`src/design/uart_status_cfg.svh`:
```
// Register map, field positions, reset values and timing counts of the serial status and control block
// Operation
// - A set break request makes the next transmission a break frame, and hardware clears the bit when it ends.
// - With transmit enable set the port drives its transmit pin and sends characters.
// - Clearing transmit enable aborts transmission, empties the transmit buffer and hands the pin back to I/O.
// - The transmit buffer full flag reads one exactly when no transmit buffer entry is free.
// - The shifter empty flag reads one only when shifter and transmit buffer are both empty, and resets to one.
// - The shifter empty flag reads zero while a character shifts out or waits in the transmit buffer.
// - Receive mode 11 raises the receive event when a transfer fills the four-entry receive buffer.
// - Receive mode 10 raises the receive event when a transfer leaves three characters in the buffer.
// - Receive mode 0x raises the receive event on every character moved into the receive buffer.
// - Transmit inversion changes the line only while the infrared encoder is on.
`ifndef UART_STATUS_CFG_SVH
`define UART_STATUS_CFG_SVH

// ----------------------------------------
// Offsets
// ----------------------------------------
`define STATUS_CONTROL_OFS 8'h00
`define TX_DATA_OFS 8'h04
`define RX_DATA_OFS 8'h08
`define PORT_MODE_OFS 8'h0C
`define IRQ_STATUS_OFS 8'h10
`define IRQ_MASK_OFS 8'h14

// ----------------------------------------
// Fields of serial_status_control and of the port mode register
// ----------------------------------------
`define TX_MODE_HI_BIT 15
`define TX_INVERT_BIT 14
`define TX_MODE_LO_BIT 13
`define BREAK_BIT 11
`define TX_ENABLE_BIT 10
`define TX_FULL_BIT 9
`define SHIFTER_EMPTY_BIT 8
`define RX_MODE_HI_BIT 7
`define RX_MODE_LO_BIT 6
`define RX_IDLE_BIT 4
`define FRAME_ERR_BIT 2
`define OVERRUN_BIT 1
`define RX_AVAIL_BIT 0
`define IR_ON_BIT 0
`define PORT_EN_BIT 1

// ----------------------------------------
// Reset values and counts
// ----------------------------------------
`define CTRL_RESET 1'b0
`define IRQ_RESET 4'h0
`define BIT_CYCLES_DEFAULT 16
`define FRAME_BITS 4'hA
`define BREAK_BITS 4'hE
`define QUEUE_DEPTH 4

`endif

```
`src/design/uart_status_pkg.sv`:
```
// Types shared by the serial status and control block
package uart_status_pkg;
	typedef enum logic [1:0] {
		TX_IDLE = 2'b00,
		TX_SHIFT = 2'b01
	} tx_state_t;
	typedef enum logic [1:0] {
		RX_IDLE = 2'b00,
		RX_START = 2'b01,
		RX_DATA = 2'b11,
		RX_STOP = 2'b10
	} rx_state_t;
endpackage

```
`src/design/char_queue.sv`:
```
// Small character queue held in flip-flops
`timescale 1ns/1ps
module char_queue #(
	parameter int WIDTH = 8,
	parameter int DEPTH = 4,
	parameter int CW = 3
) (
	input wire logic clk_i,
	input wire logic sys_rst_i,
	input wire logic flush_i,
	input wire logic push_i,
	input wire logic [WIDTH-1:0] data_i,
	input wire logic pop_i,
	output logic [WIDTH-1:0] data_o,
	output logic [CW-1:0] count_o,
	output logic full_o,
	output logic empty_o
);
	localparam int PW = $clog2(DEPTH);
	logic [WIDTH-1:0] mem_r [DEPTH];
	logic [PW-1:0] wr_r;
	logic [PW-1:0] rd_r;
	logic do_push;
	logic do_pop;

	assign full_o = count_o == CW'(DEPTH);
	assign empty_o = count_o == '0;
	assign do_push = push_i && !full_o;
	assign do_pop = pop_i && !empty_o;
	assign data_o = mem_r[rd_r];

	always_ff @(posedge clk_i) begin
		if (do_push) begin
			mem_r[wr_r] <= data_i;
		end
	end

	// Pointers wrap naturally because the depth is a power of two
	always_ff @(posedge clk_i) begin
		if (sys_rst_i || flush_i) begin
			wr_r <= '0;
			rd_r <= '0;
			count_o <= '0;
		end else begin
			wr_r <= wr_r + PW'(do_push);
			rd_r <= rd_r + PW'(do_pop);
			count_o <= count_o + CW'(do_push) - CW'(do_pop);
		end
	end
endmodule // char_queue

```
`src/design/rx_shifter_unit.sv`:
```
// Receive shifter: start detection, mid-bit sampling, eight data bits and one stop bit
`timescale 1ns/1ps
module rx_shifter_unit #(
	parameter int BIT_CYCLES = 16
) (
	input wire logic clk_i,
	input wire logic sys_rst_i,
	input wire logic enable_i,
	input wire logic line_i,
	output logic valid_o,
	output logic [7:0] data_o,
	output logic frame_err_o,
	output logic idle_o
);
	uart_status_pkg::rx_state_t state_r;
	logic [15:0] cyc_r;
	logic [3:0] bit_r;
	logic tick;

	assign tick = cyc_r == 16'(BIT_CYCLES - 1);
	assign idle_o = state_r == uart_status_pkg::RX_IDLE;

	always_ff @(posedge clk_i) begin
		if (sys_rst_i || !enable_i) begin
			state_r <= uart_status_pkg::RX_IDLE;
			cyc_r <= '0;
			bit_r <= '0;
			valid_o <= 1'b0;
			data_o <= '0;
			frame_err_o <= 1'b0;
		end else begin
			valid_o <= 1'b0;
			cyc_r <= tick ? '0 : cyc_r + 16'h0001;
			case (state_r)
				uart_status_pkg::RX_IDLE: begin
					cyc_r <= '0;
					if (!line_i) begin
						state_r <= uart_status_pkg::RX_START;
					end
				end
				// Half a bit in, recheck so a glitch is not taken for a start bit
				uart_status_pkg::RX_START: begin
					if (cyc_r == 16'(BIT_CYCLES / 2)) begin
						cyc_r <= '0;
						bit_r <= '0;
						state_r <= line_i ? uart_status_pkg::RX_IDLE : uart_status_pkg::RX_DATA;
					end
				end
				uart_status_pkg::RX_DATA: begin
					if (tick) begin
						data_o <= {line_i, data_o[7:1]};
						bit_r <= bit_r + 4'h1;
						if (bit_r == 4'h7) begin
							state_r <= uart_status_pkg::RX_STOP;
						end
					end
				end
				default: begin
					if (tick) begin
						valid_o <= 1'b1;
						frame_err_o <= !line_i;
						state_r <= uart_status_pkg::RX_IDLE;
					end
				end
			endcase
		end
	end
endmodule // rx_shifter_unit

```
`src/design/uart_status_ctrl.sv`:
```
// Serial port status and control: register port, transmit shifter, pin handover, receive events
`timescale 1ns/1ps
`include "uart_status_cfg.svh"
module uart_status_ctrl #(
	parameter int BIT_CYCLES = `BIT_CYCLES_DEFAULT,
	parameter int DEPTH = `QUEUE_DEPTH
) (
	input wire logic clk_i,
	input wire logic sys_rst_i,
	input wire logic [7:0] addr_i,
	input wire logic [15:0] wdata_i,
	input wire logic wr_i,
	input wire logic rd_i,
	output logic [15:0] rdata_o,
	input wire logic rx_pin_i,
	input wire logic gpio_out_i,
	input wire logic gpio_oe_n_i,
	output logic tx_pin_o,
	output logic tx_pin_oe_n_o,
	output logic irq_o
);
	localparam int BREAK_WAIT = 14 * BIT_CYCLES + 4;

	// ----------------------------------------
	// Control state
	// ----------------------------------------
	logic [1:0] tx_mode_r, rx_mode_r;
	logic tx_invert_r, break_r, tx_en_r, overrun_r, ir_on_r, port_en_r, is_break_r;
	logic [3:0] ist_r, mask_r;
	uart_status_pkg::tx_state_t tx_state_r;
	logic [13:0] frame_r;
	logic [3:0] bits_left_r;
	logic [15:0] baud_r;

	logic wr_stat, wr_txd, rd_rxd, wr_ist, tx_push, rx_push, rx_pop, tx_load;
	logic [7:0] tx_head, rx_head, rx_char;
	logic [2:0] tx_count, rx_count;
	logic tx_full, tx_empty, rx_full, rx_empty, rx_valid, rx_ferr, rx_idle;
	logic bit_tick, tx_finish, tx_line, shifter_empty, rx_ev, tx_ev;
	logic [3:0] ev;

	// ----------------------------------------
	// Address decode
	// ----------------------------------------
	assign wr_stat = wr_i && addr_i == `STATUS_CONTROL_OFS;
	assign wr_txd = wr_i && addr_i == `TX_DATA_OFS;
	assign rd_rxd = rd_i && addr_i == `RX_DATA_OFS;
	assign wr_ist = wr_i && addr_i == `IRQ_STATUS_OFS;

	// ----------------------------------------
	// Queues and receiver
	// ----------------------------------------
	assign tx_push = wr_txd && tx_en_r;
	assign rx_push = rx_valid && !rx_full;
	assign rx_pop = rd_rxd && !rx_empty;

	char_queue #(
		.WIDTH(8),
		.DEPTH(DEPTH),
		.CW(3)
	) tx_queue (
		.clk_i(clk_i),
		.sys_rst_i(sys_rst_i),
		.flush_i(!tx_en_r),
		.push_i(tx_push),
		.data_i(wdata_i[7:0]),
		.pop_i(tx_load),
		.data_o(tx_head),
		.count_o(tx_count),
		.full_o(tx_full),
		.empty_o(tx_empty)
	);

	char_queue #(
		.WIDTH(8),
		.DEPTH(DEPTH),
		.CW(3)
	) rx_queue (
		.clk_i(clk_i),
		.sys_rst_i(sys_rst_i),
		.flush_i(!port_en_r),
		.push_i(rx_push),
		.data_i(rx_char),
		.pop_i(rx_pop),
		.data_o(rx_head),
		.count_o(rx_count),
		.full_o(rx_full),
		.empty_o(rx_empty)
	);

	rx_shifter_unit #(
		.BIT_CYCLES(BIT_CYCLES)
	) rx_unit (
		.clk_i(clk_i),
		.sys_rst_i(sys_rst_i),
		.enable_i(port_en_r),
		.line_i(rx_pin_i),
		.valid_o(rx_valid),
		.data_o(rx_char),
		.frame_err_o(rx_ferr),
		.idle_o(rx_idle)
	);

	// ----------------------------------------
	// Control register writes
	// ----------------------------------------
	always_ff @(posedge clk_i) begin
		if (sys_rst_i) begin
			tx_mode_r <= {2{`CTRL_RESET}};
			tx_invert_r <= `CTRL_RESET;
			tx_en_r <= `CTRL_RESET;
			rx_mode_r <= {2{`CTRL_RESET}};
		end else if (wr_stat) begin
			tx_mode_r <= {wdata_i[`TX_MODE_HI_BIT], wdata_i[`TX_MODE_LO_BIT]};
			tx_invert_r <= wdata_i[`TX_INVERT_BIT];
			tx_en_r <= wdata_i[`TX_ENABLE_BIT];
			rx_mode_r <= {wdata_i[`RX_MODE_HI_BIT], wdata_i[`RX_MODE_LO_BIT]};
		end
	end

	always_ff @(posedge clk_i) begin
		if (sys_rst_i) begin
			ir_on_r <= `CTRL_RESET;
			port_en_r <= `CTRL_RESET;
		end else if (wr_i && addr_i == `PORT_MODE_OFS) begin
			ir_on_r <= wdata_i[`IR_ON_BIT];
			port_en_r <= wdata_i[`PORT_EN_BIT];
		end
	end

	// Software may set the break bit; hardware clears it when the break frame ends
	always_ff @(posedge clk_i) begin
		if (sys_rst_i) begin
			break_r <= `CTRL_RESET;
		end else if (wr_stat) begin
			break_r <= wdata_i[`BREAK_BIT] && wdata_i[`TX_ENABLE_BIT];
		end else if (!tx_en_r || (tx_finish && is_break_r)) begin
			break_r <= 1'b0;
		end
	end

	// A new overrun in the clearing cycle wins over the software clear
	always_ff @(posedge clk_i) begin
		if (sys_rst_i || !port_en_r) begin
			overrun_r <= `CTRL_RESET;
		end else if (rx_valid && rx_full) begin
			overrun_r <= 1'b1;
		end else if (wr_stat && !wdata_i[`OVERRUN_BIT]) begin
			overrun_r <= 1'b0;
		end
	end

	// ----------------------------------------
	// Transmit shifter
	// ----------------------------------------
	assign tx_load = tx_state_r == uart_status_pkg::TX_IDLE && !tx_empty && tx_en_r;
	assign bit_tick = baud_r == 16'(BIT_CYCLES - 1);
	assign tx_finish = tx_state_r == uart_status_pkg::TX_SHIFT && bit_tick && bits_left_r == 4'h1;
	assign tx_line = tx_state_r == uart_status_pkg::TX_SHIFT ? frame_r[0] : 1'b1;
	assign shifter_empty = tx_empty && tx_state_r == uart_status_pkg::TX_IDLE;

	// A break frame takes the queued character as a dummy and sends start, twelve zeros, stop
	always_ff @(posedge clk_i) begin
		if (sys_rst_i || !tx_en_r) begin
			tx_state_r <= uart_status_pkg::TX_IDLE;
			frame_r <= '1;
			bits_left_r <= '0;
			baud_r <= '0;
			is_break_r <= 1'b0;
		end else begin
			case (tx_state_r)
				uart_status_pkg::TX_IDLE: begin
					baud_r <= '0;
					if (tx_load) begin
						tx_state_r <= uart_status_pkg::TX_SHIFT;
						is_break_r <= break_r;
						if (break_r) begin
							frame_r <= {1'b1, 13'h0000};
							bits_left_r <= `BREAK_BITS;
						end else begin
							frame_r <= {4'hF, 1'b1, tx_head, 1'b0};
							bits_left_r <= `FRAME_BITS;
						end
					end
				end
				default: begin
					baud_r <= bit_tick ? '0 : baud_r + 16'h0001;
					if (bit_tick) begin
						frame_r <= {1'b1, frame_r[13:1]};
						bits_left_r <= bits_left_r - 4'h1;
						if (bits_left_r == 4'h1) begin
							tx_state_r <= uart_status_pkg::TX_IDLE;
						end
					end
				end
			endcase
		end
	end

	// ----------------------------------------
	// Pin handover
	// ----------------------------------------
	// Registered so the pin never glitches while the owner changes
	always_ff @(posedge clk_i) begin
		if (sys_rst_i) begin
			tx_pin_o <= 1'b1;
			tx_pin_oe_n_o <= 1'b1;
		end else if (tx_en_r) begin
			tx_pin_o <= tx_line ^ (tx_invert_r & ir_on_r);
			tx_pin_oe_n_o <= 1'b0;
		end else begin
			tx_pin_o <= gpio_out_i;
			tx_pin_oe_n_o <= gpio_oe_n_i;
		end
	end

	// ----------------------------------------
	// Events and interrupt
	// ----------------------------------------
	always_comb begin
		case (rx_mode_r)
			2'b11: rx_ev = rx_push && !rx_pop && rx_count == 3'h3;
			2'b10: rx_ev = rx_push && (rx_pop ? rx_count == 3'h3 : rx_count == 3'h2);
			default: rx_ev = rx_push;
		endcase
		case (tx_mode_r)
			2'b00: tx_ev = tx_load;
			2'b01: tx_ev = tx_finish && tx_empty;
			2'b10: tx_ev = tx_load && tx_count == 3'h1;
			default: tx_ev = 1'b0;
		endcase
	end

	assign ev = {tx_finish && is_break_r, rx_valid && rx_full, tx_ev, rx_ev};

	// Write one clears; a new event in the same cycle stays set
	always_ff @(posedge clk_i) begin
		if (sys_rst_i) begin
			ist_r <= `IRQ_RESET;
		end else begin
			ist_r <= (ist_r & ~(wr_ist ? wdata_i[3:0] : 4'h0)) | ev;
		end
	end

	always_ff @(posedge clk_i) begin
		if (sys_rst_i) begin
			mask_r <= `IRQ_RESET;
		end else if (wr_i && addr_i == `IRQ_MASK_OFS) begin
			mask_r <= wdata_i[3:0];
		end
	end

	assign irq_o = |(ist_r & mask_r);

	// ----------------------------------------
	// Read port
	// ----------------------------------------
	function automatic logic [15:0] status_word(input logic [1:0] txm, input logic inv, input logic brk,
		input logic en, input logic full, input logic sempty, input logic [1:0] rxm, input logic ridle,
		input logic ferr, input logic rx_overrun, input logic avail);
		logic [15:0] w;
		w = 16'h0000;
		w[`TX_MODE_HI_BIT] = txm[1];
		w[`TX_INVERT_BIT] = inv;
		w[`TX_MODE_LO_BIT] = txm[0];
		w[`BREAK_BIT] = brk;
		w[`TX_ENABLE_BIT] = en;
		w[`TX_FULL_BIT] = full;
		w[`SHIFTER_EMPTY_BIT] = sempty;
		w[`RX_MODE_HI_BIT] = rxm[1];
		w[`RX_MODE_LO_BIT] = rxm[0];
		w[`RX_IDLE_BIT] = ridle;
		w[`FRAME_ERR_BIT] = ferr;
		w[`OVERRUN_BIT] = rx_overrun;
		w[`RX_AVAIL_BIT] = avail;
		return w;
	endfunction

	always_ff @(posedge clk_i) begin
		if (sys_rst_i || !rd_i) begin
			rdata_o <= 16'h0000;
		end else if (addr_i == `STATUS_CONTROL_OFS) begin
			rdata_o <= status_word(tx_mode_r, tx_invert_r, break_r, tx_en_r, tx_full,
				shifter_empty, rx_mode_r, rx_idle, rx_ferr, overrun_r, !rx_empty);
		end else if (addr_i == `RX_DATA_OFS) begin
			rdata_o <= {8'h00, rx_head};
		end else if (addr_i == `PORT_MODE_OFS) begin
			rdata_o <= {14'h0000, port_en_r, ir_on_r};
		end else if (addr_i == `IRQ_STATUS_OFS) begin
			rdata_o <= {12'h000, ist_r};
		end else if (addr_i == `IRQ_MASK_OFS) begin
			rdata_o <= {12'h000, mask_r};
		end else begin
			rdata_o <= 16'h0000;
		end
	end

	// ----------------------------------------
	// Checks
	// ----------------------------------------
	property p_full_read;
		@(posedge clk_i) disable iff (sys_rst_i)
		rd_i && addr_i == `STATUS_CONTROL_OFS |=> rdata_o[`TX_FULL_BIT] == ($past(tx_count) == 3'(DEPTH));
	endproperty
	a_full_read: assert property (p_full_read) else $error("full flag wrong");

	property p_empty_after_reset;
		@(posedge clk_i) $fell(sys_rst_i) |-> shifter_empty;
	endproperty
	a_empty_after_reset: assert property (p_empty_after_reset) else $error("shifter empty not one");

	property p_busy_after_push;
		@(posedge clk_i) disable iff (sys_rst_i)
		tx_push && !tx_full |=> !shifter_empty;
	endproperty
	a_busy_after_push: assert property (p_busy_after_push) else $error("shifter empty while queued");

	property p_disable_flush;
		@(posedge clk_i) disable iff (sys_rst_i)
		$fell(tx_en_r) |=> tx_empty && tx_state_r == uart_status_pkg::TX_IDLE ##1 tx_pin_oe_n_o == $past(gpio_oe_n_i);
	endproperty
	a_disable_flush: assert property (p_disable_flush) else $error("disable did not abort");

	property p_drive_pin;
		@(posedge clk_i) disable iff (sys_rst_i)
		tx_en_r |=> !tx_pin_oe_n_o;
	endproperty
	a_drive_pin: assert property (p_drive_pin) else $error("pin not driven");

	property p_break_clears;
		@(posedge clk_i) disable iff (sys_rst_i)
		tx_load && break_r && !wr_stat |=> is_break_r ##[1:BREAK_WAIT] !break_r;
	endproperty
	a_break_clears: assert property (p_break_clears) else $error("break bit not cleared");

	property p_rx_full_event;
		@(posedge clk_i) disable iff (sys_rst_i)
		rx_push && !rx_pop && rx_mode_r == 2'b11 && rx_count == 3'h3 |=> ist_r[0] && rx_full;
	endproperty
	a_rx_full_event: assert property (p_rx_full_event) else $error("fill event missing");

	property p_rx_three_event;
		@(posedge clk_i) disable iff (sys_rst_i)
		rx_push && !rx_pop && rx_mode_r == 2'b10 && rx_count == 3'h2 |=> ist_r[0] && rx_count == 3'h3;
	endproperty
	a_rx_three_event: assert property (p_rx_three_event) else $error("three event missing");

	property p_rx_any_event;
		@(posedge clk_i) disable iff (sys_rst_i)
		rx_push && !rx_mode_r[1] |=> ist_r[0];
	endproperty
	a_rx_any_event: assert property (p_rx_any_event) else $error("char event missing");

	property p_no_invert;
		@(posedge clk_i) disable iff (sys_rst_i)
		tx_en_r && !ir_on_r |=> tx_pin_o == $past(tx_line);
	endproperty
	a_no_invert: assert property (p_no_invert) else $error("inversion without encoder");

	property p_overrun;
		@(posedge clk_i) disable iff (sys_rst_i)
		port_en_r && rx_valid && rx_full |=> overrun_r [*2];
	endproperty
	a_overrun: assert property (p_overrun) else $error("overrun not held");
endmodule // uart_status_ctrl

```
`config.mk`:
```
export PLATFORM = sky130hd
export DESIGN_NAME = uart_status_ctrl
export DESIGN_NICKNAME = d
export VERILOG_FILES = /design/src/design/uart_status_pkg.sv /design/src/design/char_queue.sv /design/src/design/rx_shifter_unit.sv /design/src/design/uart_status_ctrl.sv
export VERILOG_INCLUDE_DIRS = /design/src /design/src/design
export SDC_FILE = /design/constraint.sdc
export NUM_CORES = 1
export LEC_CHECK = 0
export BUFFER_PORTS_ARGS = -buffer_cell sky130_fd_sc_hd__buf_2
export CAP_MARGIN = 10
export CORE_ASPECT_RATIO = 1.4
export CORE_MARGIN = 8
export CORE_UTILIZATION = 25
export DETAILED_ROUTE_END_ITERATION = 7
export PLACE_DENSITY = 0.46
export RECOVER_POWER = 50
export SYNTH_ARGS = -nofsm -noshare
export SYNTH_HDL_FRONTEND = slang
export SYNTH_SLANG_ARGS = --single-unit
```
`constraint.sdc`:
```
create_clock -name clk_i -period 5.1 [get_ports clk_i]
set_clock_uncertainty 0.2 [all_clocks]
set_input_delay 0 -clock clk_i [delete_from_list [all_inputs] [get_ports clk_i]]
set_output_delay 0 -clock clk_i [all_outputs]
set_load 0.05 [all_outputs]
```
== Yosys cells after proc, flatten, opt, wreduce, memory -nomap -nowiden ==
Memory sizes are Yosys's and may differ from the RTL's. A register that Yosys moved wholly into a read port is not among the register bits.
Index checks and enable logic that the tools add are counted.
Operators by class
  add/subtract/negate cells: 12
  equal/unequal tests: 27
  multiplexer cells: 48
  bitwise operators: 7
  reductions and logical operators: 66
Operators with widths (count)
  == test 16 x 4 -> 1 bit (second input constant): 3
  two-way mux 16 bit: 3
  two-way mux 14 bit: 3
  two-way mux 4 bit: 9
  adder 16 x 1 -> 16 bit (second input constant): 2
  case mux 16 bit (2 select lines): 1
  logical AND 1 bit: 27
  two-way mux 2 bit: 12
  == test 8 x 4 -> 1 bit (second input constant): 2
  == test 8 x 5 -> 1 bit (second input constant): 2
  two-way mux 1 bit: 13
  two-way mux 13 bit: 1
  logical NOT 1 bit: 10
  nonzero test 2 bit: 5
  adder 2 x 1 -> 2 bit: 4
  bitwise AND 4 bit: 2
  == test 2 bit (second input constant): 4
  == test 8 x 3 -> 1 bit (second input constant): 1
  logical NOT 8 bit: 1
  two-way mux 8 bit: 1
  case mux 4 bit (2 select lines): 1
  AND reduction 2 bit: 4
  OR reduction 4 bit: 2
  adder 3 x 1 -> 3 bit: 2
  other kinds (29): 45
Storage, ports and cells
  register bits after elaboration: 119
  memory bits (writable): 64
  bits of input ports: 31
  output and inout port bits: 19
  logic and storage cells: 194
  memories: 2
Memories
  rx_queue.mem_r: depth 4, bits a word 8, rd ports 1, clocked after memory_dff 1, wr ports 1, RTL line char_queue.sv:20  | logic [WIDTH-1:0] mem_r [DEPTH];
  tx_queue.mem_r: depth 4, bits a word 8, rd ports 1, clocked after memory_dff 1, wr ports 1, RTL line char_queue.sv:20

== Longest topological paths before layout ==
  word-level depth: 8
  depth in mapped cells: 11

== Modules after synthesis ==
A second synthesis with hierarchy kept.
Second synthesis, totals
  cell total of the unflattened synthesis: 664
  area total of the unflattened synthesis: 7579.8 µm²
By module, submodules not included
  uart_status_ctrl: instances 1, cells an instance 338, area each 3079.2 µm², sequential area each 1401.3 µm²
  char_queue: instances 2, cells an instance 78, area each 1525.2 µm², sequential area each 1101.1 µm²
  rx_shifter_unit: instances 1, cells an instance 170, area each 1450.1 µm², sequential area each 640.6 µm²

== Least setup slack after synthesis ==
OpenSTA, ideal clock, no wires.
  kind: register to register
  from: register tx_state_r[0]
  to: register tx_queue.count_o[2]
  library setup time: 128 ps
  arrival time: 2092 ps
  required time: 4772 ps
  setup slack: 2680 ps
  cell stages (with the launch flop): 11
  period minus slack after synthesis: 2420 ps
  cells stage by stage: dfxtp_1 -> clkbuf_1 -> nor3_2 -> ha_1 -> inv_1 -> ha_1 -> inv_1 -> fa_1 -> xor2_1 -> xnor2_1 -> nor2_1
On the way
  cells in the longest elaborated chain, start to end: 5
RTL lines
  from (decl): RTL line uart_status_ctrl.sv:30  | uart_status_pkg::tx_state_t tx_state_r;
  from (signal assigned): RTL line uart_status_ctrl.sv:165  | tx_state_r <= uart_status_pkg::TX_IDLE;
  from (signal assigned): RTL line uart_status_ctrl.sv:175  | tx_state_r <= uart_status_pkg::TX_SHIFT;
  from (signal assigned): RTL line uart_status_ctrl.sv:192  | tx_state_r <= uart_status_pkg::TX_IDLE;
  logical NOT 2 bit: RTL line uart_status_ctrl.sv:156  | assign tx_load = tx_state_r == uart_status_pkg::TX_IDLE && !tx_empty && tx_en_r;
  logical AND 1 bit (2 in series): RTL line uart_status_ctrl.sv:156
  logical AND 1 bit: RTL line char_queue.sv:29  | assign do_pop = pop_i && !empty_o;
  subtractor 3 x 1 -> 3 bit: RTL line char_queue.sv:47  | count_o <= count_o + CW'(do_push) - CW'(do_pop);
  to (signal assigned): RTL line char_queue.sv:47
  to (decl): RTL line char_queue.sv:15  | output logic [CW-1:0] count_o,
No other way between the ends.
A chain may end at the register's enable or synchronous reset.

== Worst setup path after layout ==
  from: input port addr_i[4]
  to: register rx_queue.count_o[2]
On the way
  cells in the longest elaborated chain, start to end: 5
RTL lines
  from (decl): RTL line uart_status_ctrl.sv:10  | input wire logic [7:0] addr_i,
  == test 8 x 4 -> 1 bit (no source line)
  logical AND 1 bit (no source line)
  logical AND 1 bit: RTL line uart_status_ctrl.sv:55  | assign rx_pop = rd_rxd && !rx_empty;
  logical AND 1 bit: RTL line char_queue.sv:29
  subtractor 3 x 1 -> 3 bit: RTL line char_queue.sv:47
  to (signal assigned): RTL line char_queue.sv:47
  to (decl): RTL line char_queue.sv:15
No other way between the ends.

==> results.json <==
{
  "outcome": "finished clean",
  "cts_made_buffers": 17,
  "drt-initial-drc-count": 260,
  "syn_avg_cell_area_um2": 11.26,
  "ant_nets": 0,
  "grt_max_degree": 33,
  "nets": 808,
  "critical_path.max_fanout": 5,
  "muxShareOfSynthArea": 0.08261,
  "drive_above_1_share": 0.09819,
  "relSlewSlack": 0.05970,
  "yosys_warnings": 0,
  "die_h_um": 223.0,
  "maxSlewViolCount": 0,
  "port_buffers": 45,
  "period_needed_ps": 3487,
  "hold_buffers": 44,
  "vias": 5354,
  "multi_input_area_um2": 3144,
  "drt-vias-per-instance": 4.600,
  "slowest_delay_ps": 650,
  "drc": 0,
  "synth-seq-cells": 180,
  "cts-resized-gates": 0,
  "dr.pass1.iters": 4,
  "finalSetupTns_ps": 0,
  "maxCapViolations": 0,
  "fmax_mhz": 286.8,
  "wl_per_cell_um": 15.33,
  "grt_first_pass_wirelength_um": 29080,
  "synth_enable_flop_cells": 64,
  "cp.arrival_ps": 3570,
  "tritoncts": "built",
  "track_usage": 0.1004,
  "core-area_um2": 30430,
  "seq_area_um2": 4244,
  "path_cells": "dlygate4sd3_1, clkbuf_1, nor4_1, dlygate4sd3_1, nand2_1, nor4b_1, ha_1, inv_1, ha_1, inv_1, fa_1, xor2_1, xnor2_1, nor2_1",
  "cts.sinks": 180,
  "post_cts_buffers": 0,
  "grt_pass1_vias": 5564,
  "slowest_stage": "dlygate4sd3_1",
  "drt-total-wl_um": 17840,
  "worstPathRequired_ps": 5190,
  "place.gp.congestion": 0.7054,
  "rows": 76,
  "min_period_over_period": 0.6837,
  "synth-main-ff-cell": "dfxtp_1",
  "power_density_nw_per_um2": 316.3,
  "rsz0062_at_grt": "false",
  "ioPinCount": 50,
  "critPathTopFamily": "buffers and inverters",
  "syn_inst": 679,
  "cp-start-kind": "input pin",
  "setup_violations": 0,
  "nFillCells": 3149,
  "power.total_w": 0.002930,
  "post-route-util": 0.3044,
  "synth_xor_area_frac": 0.03664,
  "worstMarginPinSlew_ps": 1410,
  "synthArstFlopShare": 0,
  "antenna_cells": 0,
  "setup.worst_path.end_class": "flop",
  "synth_compound_area_frac": 0.07803,
  "htreeDepth": 4,
  "syn2layout_area_growth_pct": 21.10,
  "instances_no_fill": 1164,
  "path_class": "in -> reg",
  "antenna_found_initial": 0,
  "dieArea_um2": 36530,
  "syn-cell-area_um2": 7649,
  "synthAdderAreaFrac": 0.02814,
  "cp_num_buf_inv": 5,
  "initial_utilization": 0.2514,
  "clockBufferDepth": 2,
  "synthesis.nets": 726,
  "worstHoldPathType": "in -> reg",
  "dp.cells": 1088,
  "netlist-cell-type-count": 65,
  "gr-total-overflow": 0,
  "synth_top_family_by_area": "simple AND/OR/NAND/NOR gates",
  "clk_latency_ps": 430,
  "cts_root_buf": "clkbuf_16",
  "yosysSeqAreaShare": 0.5549,
  "p_leak_nw": 3.211,
  "ir_drop_v": 0.0002390,
  "hold_violations": 0,
  "chipWidth_um": 163.8,
  "synthSimpleGateAreaFrac": 0.1860,
  "path_clk_slew_ps": 70,
  "post-dp-hpwl_um": 12280
}
worst paths after layout:
path / to / cells after the start / from / slack, ps
setup reg to reg: tx_queue.count_o[2]$_SDFF_PP0_ / 10 / tx_state_r[0]$_SDFFE_PP0P_ / 2130
hold reg to reg: baud_r[0]$_SDFF_PP0_ / 1 / baud_r[0]$_SDFF_PP0_ / 270
hold / removal: ist_r[0]$_SDFF_PP0_ / 5 / addr_i[5] / 60
setup / recovery: rx_queue.count_o[2]$_SDFF_PP0_ / 14 / addr_i[4] / 1610
placed cells by master (no fill, tap or decap), types with 4 or more instances in the layout:
master / instances
dfxtp_1: 116
nor2_1: 78
edfxtp_1: 64
dlygate4sd3_1: 44
clkbuf_1: 35
nand3_1: 29
inv_1: 29
nand2_1: 26
mux2i_1: 26
o21ai_0: 25
a21oi_1: 24
xnor2_1: 18
nand4_1: 18
clkbuf_16: 17
buf_2: 17
mux4_2: 16
nor3_1: 14
xor2_1: 14
ha_1: 14
nor2b_1: 11
and2_1: 11
and4_1: 8
a221oi_1: 8
nor4_1: 7
and3_1: 7
or3_1: 6
nor3b_1: 6
a211oi_1: 4
and2_0: 4
bufinv_16: 4
through the flow:
step	hold WS [ps]	cell area (µm²)	setup slack, ps
2_1_floorplan	-101.1	7649	2680
3_3_place_gp	23.11	8269	2100
3_5_place_dp	30.40	8269	2112
4_1_cts	27.47	9323	1552
5_1_grt	81.06	9263	1390
6_report	56.25	9263	1613
logic make-up (layout without fill, tap and decap cells):
family | Yosys count | count (layout)
simple gates | 253 | 253
fa+ha+maj | 16 | 16
xor+xnor | 32 | 32
flops | 180 | 180
buf+inv | 62 | 157
other cells | 1 | 1
compound gates | 92 | 92
mux | 43 | 43
power by group:
part           leakage [nW]  internal [W]  switching (W)
clock                 0.287      0.000820       0.000568
sequential             1.44       0.00148    0.000000385
combinational          1.48     0.0000281      0.0000337
total                  3.21       0.00233       0.000602
cell usage after synthesis, types with 11 or more instances:
master    instances  area share
mux4_2           16       0.047
nor2_1           78       0.038
a21oi_1          24       0.016
and2_1           15       0.012
nor2b_1          11      0.0090
mux2i_1          26       0.034
xnor2_1          18       0.021
nand2_1          26       0.013
ha_1             14       0.023
nand3_1          29       0.019
clkbuf_1         20      0.0098
dfxtp_1         116        0.30
xor2_1           14       0.016
edfxtp_1         64        0.25
nand4_1          17       0.014
inv_1            29       0.014
nor3_1           14      0.0092
o21ai_0          25       0.016
flip-flops by register name, indices dropped and copies added (netlist names), 8 cells and up:
signal          flops
rx_queue.mem_r     32
rdata_o            15
baud_r             16
rx_unit.cyc_r      16
frame_r            13
tx_queue.mem_r     32
rx_unit.data_o      8
worst register-to-register path, delay by kind of cell, from the launching register on:
kind / cells / cell delay [ps]
flip-flops: 1 / 950
adder cells (fa/ha/maj): 3 / 830
buffers and inverters: 3 / 370
AND/OR/NAND/NOR: 2 / 150
XOR/XNOR: 2 / 300
per-layer routing:
| layer | global-route usage | share of wire | up-vias |
|---|---|---|---|
| met5 | 0 | 0 | - |
| met4 | 0.04205 | 0.023 | 0 |
| met3 | 0.02121 | 0.031 | 30 |
| met2 | 0.1875 | 0.54 | 78 |
| met1 | 0.1058 | 0.41 | 2610 |
| li1 | - | - | 2636 |
cell type report:
type | instances | area share
multi-input cells | 437 | 0.3395
clock inverters | 13 | 0.01945
clock buffers | 19 | 0.04674
inverters | 29 | 0.01175
repair buffers | 96 | 0.07173
flip-flops and latches | 180 | 0.4582
well taps | 390 | 0.05268
Power figures use the tool's default switching activity.
